## config.mk

```make
export PLATFORM = sky130hd
export DESIGN_NAME = cbc_top
export DESIGN_NICKNAME = d
export VERILOG_FILES = /design/src/cbc_pkg.sv /design/src/cbc_reg_if.sv /design/src/cbc_line_mon.sv /design/src/cbc_regs.sv /design/src/cbc_top.sv
export SDC_FILE = /design/constraint.sdc
export NUM_CORES = 1
export LEC_CHECK = 0
export ABC_AREA = 1
export BUFFER_PORTS_ARGS = -buffer_cell sky130_fd_sc_hd__buf_2
export CORE_MARGIN = 10
export CORE_UTILIZATION = 50
export CTS_CLUSTER_SIZE = 10
export DETAILED_ROUTE_END_ITERATION = 8
export GPL_TIMING_DRIVEN = 1
export PLACE_DENSITY = 0.74
export REMOVE_ABC_BUFFERS = 1
export SLEW_MARGIN = 20
export SYNTH_ARGS = -nofsm -noshare
export SYNTH_HDL_FRONTEND = slang
export SYNTH_HIERARCHICAL = 1
export SYNTH_SLANG_ARGS = --single-unit
```

## constraint.sdc

```tcl
create_clock -name sys_clk -period 2.1 [get_ports sys_clk]
set_input_delay 0.105 -clock sys_clk [delete_from_list [all_inputs] [get_ports sys_clk]]
set_output_delay 0.105 -clock sys_clk [all_outputs]
set_load 0.05 [all_outputs]
```

## src/cbc_pkg.sv

```systemverilog
// Constants, types and helpers of the clock buffer control block
package cbc_pkg;
	localparam logic [6:0] TARGET_ADDR = 7'h6E;
	localparam logic [7:0] REG_CTRL = 8'h00;
	localparam logic [7:0] REG_ENABLES = 8'h01;
	localparam logic [7:0] CTRL_RESET = 8'h07;
	localparam logic [7:0] CTRL_MASK = 8'hC7;
	localparam logic [7:0] ENABLES_RESET = 8'h66;
	localparam logic [7:0] ENABLES_MASK = 8'h66;
	localparam logic [7:0] READ_COUNT = 8'h02;
	localparam logic [7:0] UNMAPPED_DATA = 8'h00;
	localparam int MODE_BIT = 0;
	localparam int PLL_BIT = 1;
	localparam int BW_BIT = 2;
	localparam int STOP_TRI_BIT = 6;
	localparam int PD_TRI_BIT = 7;
	localparam int PAIR0_BIT = 1;
	localparam int PAIR1_BIT = 2;
	localparam int PAIR2_BIT = 5;
	localparam int PAIR3_BIT = 6;
	localparam logic [2:0] LAST_BIT = 3'h7;

	typedef enum logic [3:0] {
		ST_IDLE,
		ST_ADDR,
		ST_OFFS,
		ST_CNT,
		ST_WDATA,
		ST_ACK_SETUP,
		ST_ACK_HOLD,
		ST_TX,
		ST_HACK,
		ST_IGNORE
	} cbc_state_t;

	// Pair enables gathered from the enable byte, pair 0 in bit 0
	function automatic logic [3:0] cbc_pair_enables(input logic [7:0] en);
		cbc_pair_enables = {en[PAIR3_BIT], en[PAIR2_BIT], en[PAIR1_BIT],
			en[PAIR0_BIT]};
	endfunction

	// Pin level after the optional polarity inversion
	function automatic logic cbc_pin(input logic lvl, input logic inv);
		cbc_pin = lvl ^ inv;
	endfunction
endpackage

```

## src/cbc_reg_if.sv

```systemverilog
// Register access and control byte carrier between serial engine and bank
interface cbc_reg_if;
	logic wr_en;
	logic [7:0] wr_addr;
	logic [7:0] wr_data;
	logic [7:0] rd_addr;
	logic [7:0] rd_data;
	logic [7:0] ctrl;
	logic [7:0] enables;
	modport engine (
		output wr_en, wr_addr, wr_data, rd_addr,
		input rd_data, ctrl, enables
	);
	modport bank (
		input wr_en, wr_addr, wr_data, rd_addr,
		output rd_data, ctrl, enables
	);
endinterface

```

## src/cbc_line_mon.sv

```systemverilog
// Serial line sampler with edge, start and stop detection
module cbc_line_mon
	import cbc_pkg::*;
(
	// Clock and reset
	input wire logic sys_clk,
	input wire logic rst,
	// Raw lines
	input wire logic scl_in,
	input wire logic sda_in,
	// Events
	output logic sda_level,
	output logic scl_rise,
	output logic scl_fall,
	output logic bus_start,
	output logic bus_stop
);
	logic scl_reg;
	logic sda_reg;
	logic scl_prev_reg;
	logic sda_prev_reg;

	always_ff @(posedge sys_clk) begin
		if (rst) begin
			scl_reg <= 1'b1;
			sda_reg <= 1'b1;
			scl_prev_reg <= 1'b1;
			sda_prev_reg <= 1'b1;
		end else begin
			scl_reg <= scl_in;
			sda_reg <= sda_in;
			scl_prev_reg <= scl_reg;
			sda_prev_reg <= sda_reg;
		end
	end

	assign sda_level = sda_reg;
	assign scl_rise = scl_reg & ~scl_prev_reg;
	assign scl_fall = ~scl_reg & scl_prev_reg;
	assign bus_start = scl_reg & scl_prev_reg & sda_prev_reg & ~sda_reg;
	assign bus_stop = scl_reg & scl_prev_reg & ~sda_prev_reg & sda_reg;
endmodule

```

## src/cbc_regs.sv

```systemverilog
// Control byte bank with masked writes and registered read data
module cbc_regs
	import cbc_pkg::*;
(
	// Clock and reset
	input wire logic sys_clk,
	input wire logic rst,
	// Access port
	cbc_reg_if.bank rif
);
	logic [7:0] ctrl_reg;
	logic [7:0] enables_reg;
	logic [7:0] rd_data_reg;

	always_ff @(posedge sys_clk) begin
		if (rst) begin
			ctrl_reg <= CTRL_RESET;
			enables_reg <= ENABLES_RESET;
		end else if (rif.wr_en) begin
			if (rif.wr_addr == REG_CTRL) begin
				ctrl_reg <= rif.wr_data & CTRL_MASK;
			end
			if (rif.wr_addr == REG_ENABLES) begin
				enables_reg <= rif.wr_data & ENABLES_MASK;
			end
		end
	end

	always_ff @(posedge sys_clk) begin
		if (rst) begin
			rd_data_reg <= UNMAPPED_DATA;
		end else begin
			case (rif.rd_addr)
				REG_CTRL: rd_data_reg <= ctrl_reg;
				REG_ENABLES: rd_data_reg <= enables_reg;
				default: rd_data_reg <= UNMAPPED_DATA;
			endcase
		end
	end

	assign rif.rd_data = rd_data_reg;
	assign rif.ctrl = ctrl_reg;
	assign rif.enables = enables_reg;
endmodule

```

## src/cbc_top.sv

```systemverilog
// Serial target engine and output control of the four-pair clock buffer
module cbc_top
	import cbc_pkg::*;
(
	// Clock and reset
	input wire logic sys_clk,
	input wire logic rst,
	// Serial bus
	input wire logic scl_in,
	input wire logic sda_in,
	output logic sda_out,
	output logic sda_oe_n,
	// Control pins
	input wire logic pair0_enable,
	input wire logic pair3_enable,
	input wire logic control_polarity_invert,
	input wire logic clock_stop_n,
	input wire logic power_down_n,
	input wire logic pll_select,
	input wire logic pll_bandwidth_select,
	// Output control
	output logic [3:0] out_run,
	output logic [3:0] out_tristate,
	output logic out_divide_by_two,
	output logic pll_active,
	output logic pll_low_bandwidth
);
	cbc_reg_if rif ();

	cbc_state_t state_reg;
	cbc_state_t ret_reg;
	logic [2:0] bit_cnt_reg;
	logic [7:0] shift_reg;
	logic [7:0] offset_reg;
	logic [7:0] remain_reg;
	logic sda_oe_n_reg;
	logic wr_en_reg;
	logic [7:0] wr_addr_reg;
	logic [7:0] wr_data_reg;
	logic [3:0] out_run_reg;
	logic [3:0] out_tristate_reg;
	logic divide_reg;
	logic pll_reg;
	logic low_bw_reg;

	logic sda_level;
	logic scl_rise;
	logic scl_fall;
	logic bus_start;
	logic bus_stop;
	logic [7:0] byte_in;
	logic byte_done;
	logic stopped;
	logic powered_down;
	logic [3:0] pin_enables;

	cbc_line_mon u_mon (
		.sys_clk(sys_clk),
		.rst(rst),
		.scl_in(scl_in),
		.sda_in(sda_in),
		.sda_level(sda_level),
		.scl_rise(scl_rise),
		.scl_fall(scl_fall),
		.bus_start(bus_start),
		.bus_stop(bus_stop)
	);

	cbc_regs u_regs (
		.sys_clk(sys_clk),
		.rst(rst),
		.rif(rif)
	);

	assign byte_in = {shift_reg[6:0], sda_level};
	assign byte_done = scl_rise && (bit_cnt_reg == LAST_BIT);

	// Serial engine
	always_ff @(posedge sys_clk) begin
		wr_en_reg <= 1'b0;
		if (rst) begin
			state_reg <= ST_IDLE;
			ret_reg <= ST_IDLE;
			bit_cnt_reg <= 3'h0;
			shift_reg <= 8'h00;
			offset_reg <= 8'h00;
			remain_reg <= 8'h00;
			sda_oe_n_reg <= 1'b1;
			wr_addr_reg <= 8'h00;
			wr_data_reg <= 8'h00;
		end else if (bus_start) begin
			state_reg <= ST_ADDR;
			bit_cnt_reg <= 3'h0;
			sda_oe_n_reg <= 1'b1;
		end else if (bus_stop) begin
			state_reg <= ST_IDLE;
			sda_oe_n_reg <= 1'b1;
		end else begin
			case (state_reg)
				ST_ADDR, ST_OFFS, ST_CNT, ST_WDATA: begin
					if (scl_rise) begin
						shift_reg <= byte_in;
						bit_cnt_reg <= bit_cnt_reg + 3'h1;
					end
					if (byte_done) begin
						state_reg <= ST_ACK_SETUP;
						case (state_reg)
							ST_ADDR: begin
								if (byte_in[7:1] != TARGET_ADDR) begin
									state_reg <= ST_IGNORE;
								end else if (byte_in[0]) begin
									ret_reg <= ST_TX;
									shift_reg <= READ_COUNT;
								end else begin
									ret_reg <= ST_OFFS;
								end
							end
							ST_OFFS: begin
								offset_reg <= byte_in;
								ret_reg <= ST_CNT;
							end
							ST_CNT: begin
								remain_reg <= byte_in;
								// Zero count leaves nothing to accept
								ret_reg <= (byte_in == 8'h00) ? ST_IGNORE :
									ST_WDATA;
							end
							default: begin
								if (remain_reg == 8'h00) begin
									state_reg <= ST_IGNORE;
								end else begin
									wr_en_reg <= 1'b1;
									wr_addr_reg <= offset_reg;
									wr_data_reg <= byte_in;
									offset_reg <= offset_reg + 8'h01;
									remain_reg <= remain_reg - 8'h01;
									ret_reg <= ST_WDATA;
								end
							end
						endcase
					end
				end
				ST_ACK_SETUP: begin
					if (scl_fall) begin
						sda_oe_n_reg <= 1'b0;
						bit_cnt_reg <= 3'h0;
						state_reg <= ST_ACK_HOLD;
					end
				end
				ST_ACK_HOLD: begin
					if (scl_fall) begin
						state_reg <= ret_reg;
						sda_oe_n_reg <= (ret_reg == ST_TX) ? shift_reg[7] : 1'b1;
					end
				end
				ST_TX: begin
					if (scl_fall) begin
						sda_oe_n_reg <= shift_reg[7];
					end
					if (scl_rise) begin
						shift_reg <= {shift_reg[6:0], 1'b0};
						bit_cnt_reg <= bit_cnt_reg + 3'h1;
						if (bit_cnt_reg == LAST_BIT) begin
							state_reg <= ST_HACK;
						end
					end
				end
				ST_HACK: begin
					if (scl_fall) begin
						sda_oe_n_reg <= 1'b1;
					end
					if (scl_rise) begin
						bit_cnt_reg <= 3'h0;
						if (!sda_level) begin
							shift_reg <= rif.rd_data;
							offset_reg <= offset_reg + 8'h01;
							state_reg <= ST_TX;
						end else begin
							state_reg <= ST_IGNORE;
						end
					end
				end
				ST_IDLE, ST_IGNORE: begin
					sda_oe_n_reg <= 1'b1;
				end
				default: begin
					state_reg <= ST_IDLE;
					sda_oe_n_reg <= 1'b1;
				end
			endcase
		end
	end

	assign rif.wr_en = wr_en_reg;
	assign rif.wr_addr = wr_addr_reg;
	assign rif.wr_data = wr_data_reg;
	assign rif.rd_addr = offset_reg;
	assign sda_out = 1'b0;
	assign sda_oe_n = sda_oe_n_reg;

	// Pin conditioning
	assign stopped = ~cbc_pin(clock_stop_n, control_polarity_invert);
	assign powered_down = ~cbc_pin(power_down_n, control_polarity_invert);
	assign pin_enables = {cbc_pin(pair3_enable, control_polarity_invert),
		2'b11, cbc_pin(pair0_enable, control_polarity_invert)};

	// Output control
	always_ff @(posedge sys_clk) begin
		if (rst) begin
			out_run_reg <= 4'h0;
			out_tristate_reg <= 4'h0;
		end else begin
			if (stopped || powered_down) begin
				out_run_reg <= 4'h0;
			end else begin
				out_run_reg <= cbc_pair_enables(rif.enables) & pin_enables;
			end
			out_tristate_reg <= {4{(stopped && rif.ctrl[STOP_TRI_BIT]) ||
				(powered_down && rif.ctrl[PD_TRI_BIT])}};
		end
	end

	always_ff @(posedge sys_clk) begin
		if (rst) begin
			divide_reg <= 1'b0;
			pll_reg <= 1'b1;
			low_bw_reg <= 1'b1;
		end else begin
			divide_reg <= ~rif.ctrl[MODE_BIT];
			pll_reg <= rif.ctrl[PLL_BIT] & pll_select;
			low_bw_reg <= rif.ctrl[BW_BIT] & pll_bandwidth_select;
		end
	end

	assign out_run = out_run_reg;
	assign out_tristate = out_tristate_reg;
	assign out_divide_by_two = divide_reg;
	assign pll_active = pll_reg;
	assign pll_low_bandwidth = low_bw_reg;
endmodule

```

==> reports/qor.txt <==
WORST SETUP PATH
----------------------------------------------------------------------------------------
Data required, critical path ..............................................      2.35 ns
Max FO, Critical Path .....................................................           10
Crit path from ............................................................ u_mon/sda_level$_SDFF_PP1_
Reg-to-Reg Start .......................................................... u_mon/sda_level$_SDFF_PP1_
CP Class ..................................................................      reg2reg
Crit path capture type ....................................................     register
Critical path data arrival time ...........................................      2.08 ns
Kind of start point of the critical path ..................................     register

PWR
----------------------------------------------------------------------------------------
Standby leakage power .....................................................  0.002289 uW
Total power divided by cell area .......................................... 624.6 mW/mm^2
Total design power ........................................................      2906 uW
Worst-case vdd ir drop ....................................................  0.0002981 V

FINISH
----------------------------------------------------------------------------------------
Syn-to-layout area delta ..................................................       9.737%
Final net count ...........................................................          707
Layout cell share with drive strength beyond 1 ............................       10.62%
Diode insertion count for antenna repair ..................................            0
Final cell area excluding filler cells .................................... 0.004653 sq mm
Most frequent cells in the layout ......................................... sky130_fd_sc_hd__nand2_1 (175), sky130_fd_sc_hd__nor2_1 (124), sky130_fd_sc_hd__dfxtp_1 (78)
Most common cell after layout, fill and taps aside ........................ sky130_fd_sc_hd__nand2_1
Final non-filler cell total ...............................................          802

GRT
----------------------------------------------------------------------------------------
Pin count of the biggest net entering global routing ......................           42
GR Util All Layers ........................................................       17.01%
Number of global-route vias before repair .................................         3930
Total gr overflow .........................................................            0
Wire length of the first global-routing pass ..............................     18.22 mm
Antenna violations before repair ..........................................            0

PLACED DESIGN
----------------------------------------------------------------------------------------
Cell area after placement ................................................. 0.004392 sq mm
Routability cong. .........................................................       0.9404
Count of port buffers added during placement ..............................           22
Total half-perimeter wirelength after legalization and detailed placement .     7.887 mm
DP Worst Slack ............................................................    0.2183 ns
Number of placed instances with taps included .............................          778

MIN PATH
----------------------------------------------------------------------------------------
Hold Crit Start ........................................................... power_down_n
Path category of the worst min-delay check ................................       in2reg

STA
----------------------------------------------------------------------------------------
Period Utilization, post-route ............................................       87.51%
Minimum setup slack in the final design ...................................    0.2623 ns
Number of max-slew violations in the final report .........................            0
Slew margin rel. ..........................................................       62.62%
Number of hold violations in the final report .............................            0
Final sum of negative setup slack .........................................         0 ns
Setup Skew ................................................................   0.01254 ns
Achievable frequency ......................................................   0.5442 GHz
Setup violations, final ...................................................            0
Worst-Margin Slew .........................................................    0.5565 ns
Setup repair after global routing missed its margin .......................        false
Time the worst path needs with I/O delays and setup .......................     1.838 ns

CLOCKING
----------------------------------------------------------------------------------------
Clock network latency to the later pin of the worst-skew pair .............      0.36 ns
CTS clk-pin slew, worst paths .............................................      0.09 ns
Inserted Clock Buffers ....................................................            9
CTS tree ..................................................................          yes
Buffer type at the clock tree root ........................................ sky130_fd_sc_hd__clkbuf_8
Number of buffers on the longest clock path ...............................            2
H-tree Lvls ...............................................................            3
Number of buffers added for setup after CTS ...............................            0
Clock sink count ..........................................................           78

SYNTHESIS
----------------------------------------------------------------------------------------
Number of warnings issued by yosys ........................................            6
Avg Cell Area, Syn ........................................................  6.386 sq um
Mapped Cells ..............................................................          664
Post-synthesis instance area .............................................. 0.004240 sq mm

RUN STATUS
----------------------------------------------------------------------------------------
Outcome ................................................................... finished clean

DIE
----------------------------------------------------------------------------------------
Area of the core .......................................................... 0.008217 sq mm
Die W .....................................................................     112.1 um
Starting utilization of the core area .....................................       51.61%
Die area .................................................................. 0.01256 sq mm
Total number of placement rows ............................................           33
I/O pin count .............................................................           24
Vertical die dimension ....................................................     112.1 um

DETAILED ROUTING
----------------------------------------------------------------------------------------
Detailed-route vias per instance ..........................................        5.243
Number of optimization iterations in the first detailed-route pass ........            6
Total wirelength of the detailed-routed design ............................     10.75 mm
DR iter-0 viols ...........................................................          312
Remaining design rule violation count .....................................            0
Number of nets with antenna violations after routing ......................            0
Via Count .................................................................         4205
Average wire per standard cell ............................................     13.41 um

RUN
----------------------------------------------------------------------------------------
Maxcap violations .........................................................            0

[report_power, final]
| part | leakage (uW) | internal (uW) | switching [uW] |
|---|---|---|---|
| Clock | 0.0000919 | 444 | 612 |
| Sequential | 0.000633 | 1510 | 30.9 |
| Combinational | 0.00156 | 97.3 | 211 |
| Total | 0.00229 | 2050 | 854 |
[final timing paths]
path | endpoint | cells after the start | slack, ns
worst max-delay path | offset_reg[0]$_SDFFE_PP0P_ | 11 | 0.26
worst min-delay path | out_tristate[0]$_SDFF_PP0_ | 4 | 0.04
worst max register to register | offset_reg[0]$_SDFFE_PP0P_ | 11 | 0.26
worst min register to register | out_divide_by_two$_SDFF_PP0_ | 1 | 0.43
[repair_timing]
| item | in CTS | in global routing |
|---|---|---|
| hold endpoints to repair | 6 | 0 |
| endpoints found under the setup margin | 0 | 5 |
| resized for setup | 0 | 1 |
| hold buffers | 8 | 0 |
[per-stage QoR]
step | hold slack, ns | utilization, %
floorplan | 0.1741 | -
finish | 0.04358 | 56.63
global placement | 0.2831 | 53.45
CTS | 0.03302 | 56.60
global route | 0.06322 | 56.63
detailed placement | 0.2875 | 53.45
[area by class of cell]
| class | count | area (sq um) |
|---|---|---|
| inverters | 75 | 284.0 |
| fillers | 831 | 3563 |
| repair buffers | 36 | 235.2 |
| multi-input cells | 492 | 2262 |
| flip-flops and latches | 78 | 1562 |
| clock buffers | 9 | 123.9 |
| well taps | 105 | 131.4 |
| clock inverters | 7 | 55.05 |
[critical path: stages, from the launching register on]
cell                      delay (ns)
sky130_fd_sc_hd__dfxtp_1        0.48
sky130_fd_sc_hd__inv_1          0.10
sky130_fd_sc_hd__nand2_1        0.07
sky130_fd_sc_hd__nor2_1         0.06
sky130_fd_sc_hd__nor2_2         0.26
sky130_fd_sc_hd__nand3_1        0.11
sky130_fd_sc_hd__inv_1          0.07
sky130_fd_sc_hd__nand2_1        0.10
sky130_fd_sc_hd__nor2_4         0.25
sky130_fd_sc_hd__nand2_1        0.08
sky130_fd_sc_hd__o21ai_0        0.08
sky130_fd_sc_hd__nor2_1         0.05
[layer usage]
layer	vias to the layer above	track usage, %	part of all wire (%)
met2	133	28.16	47
li1	2143	-	-
met3	20	3.461	6.6
met1	1909	21.06	45
met4	0	6.853	2.0
met5	-	0	0
Note: power is estimated with default switching activity, not from simulation.
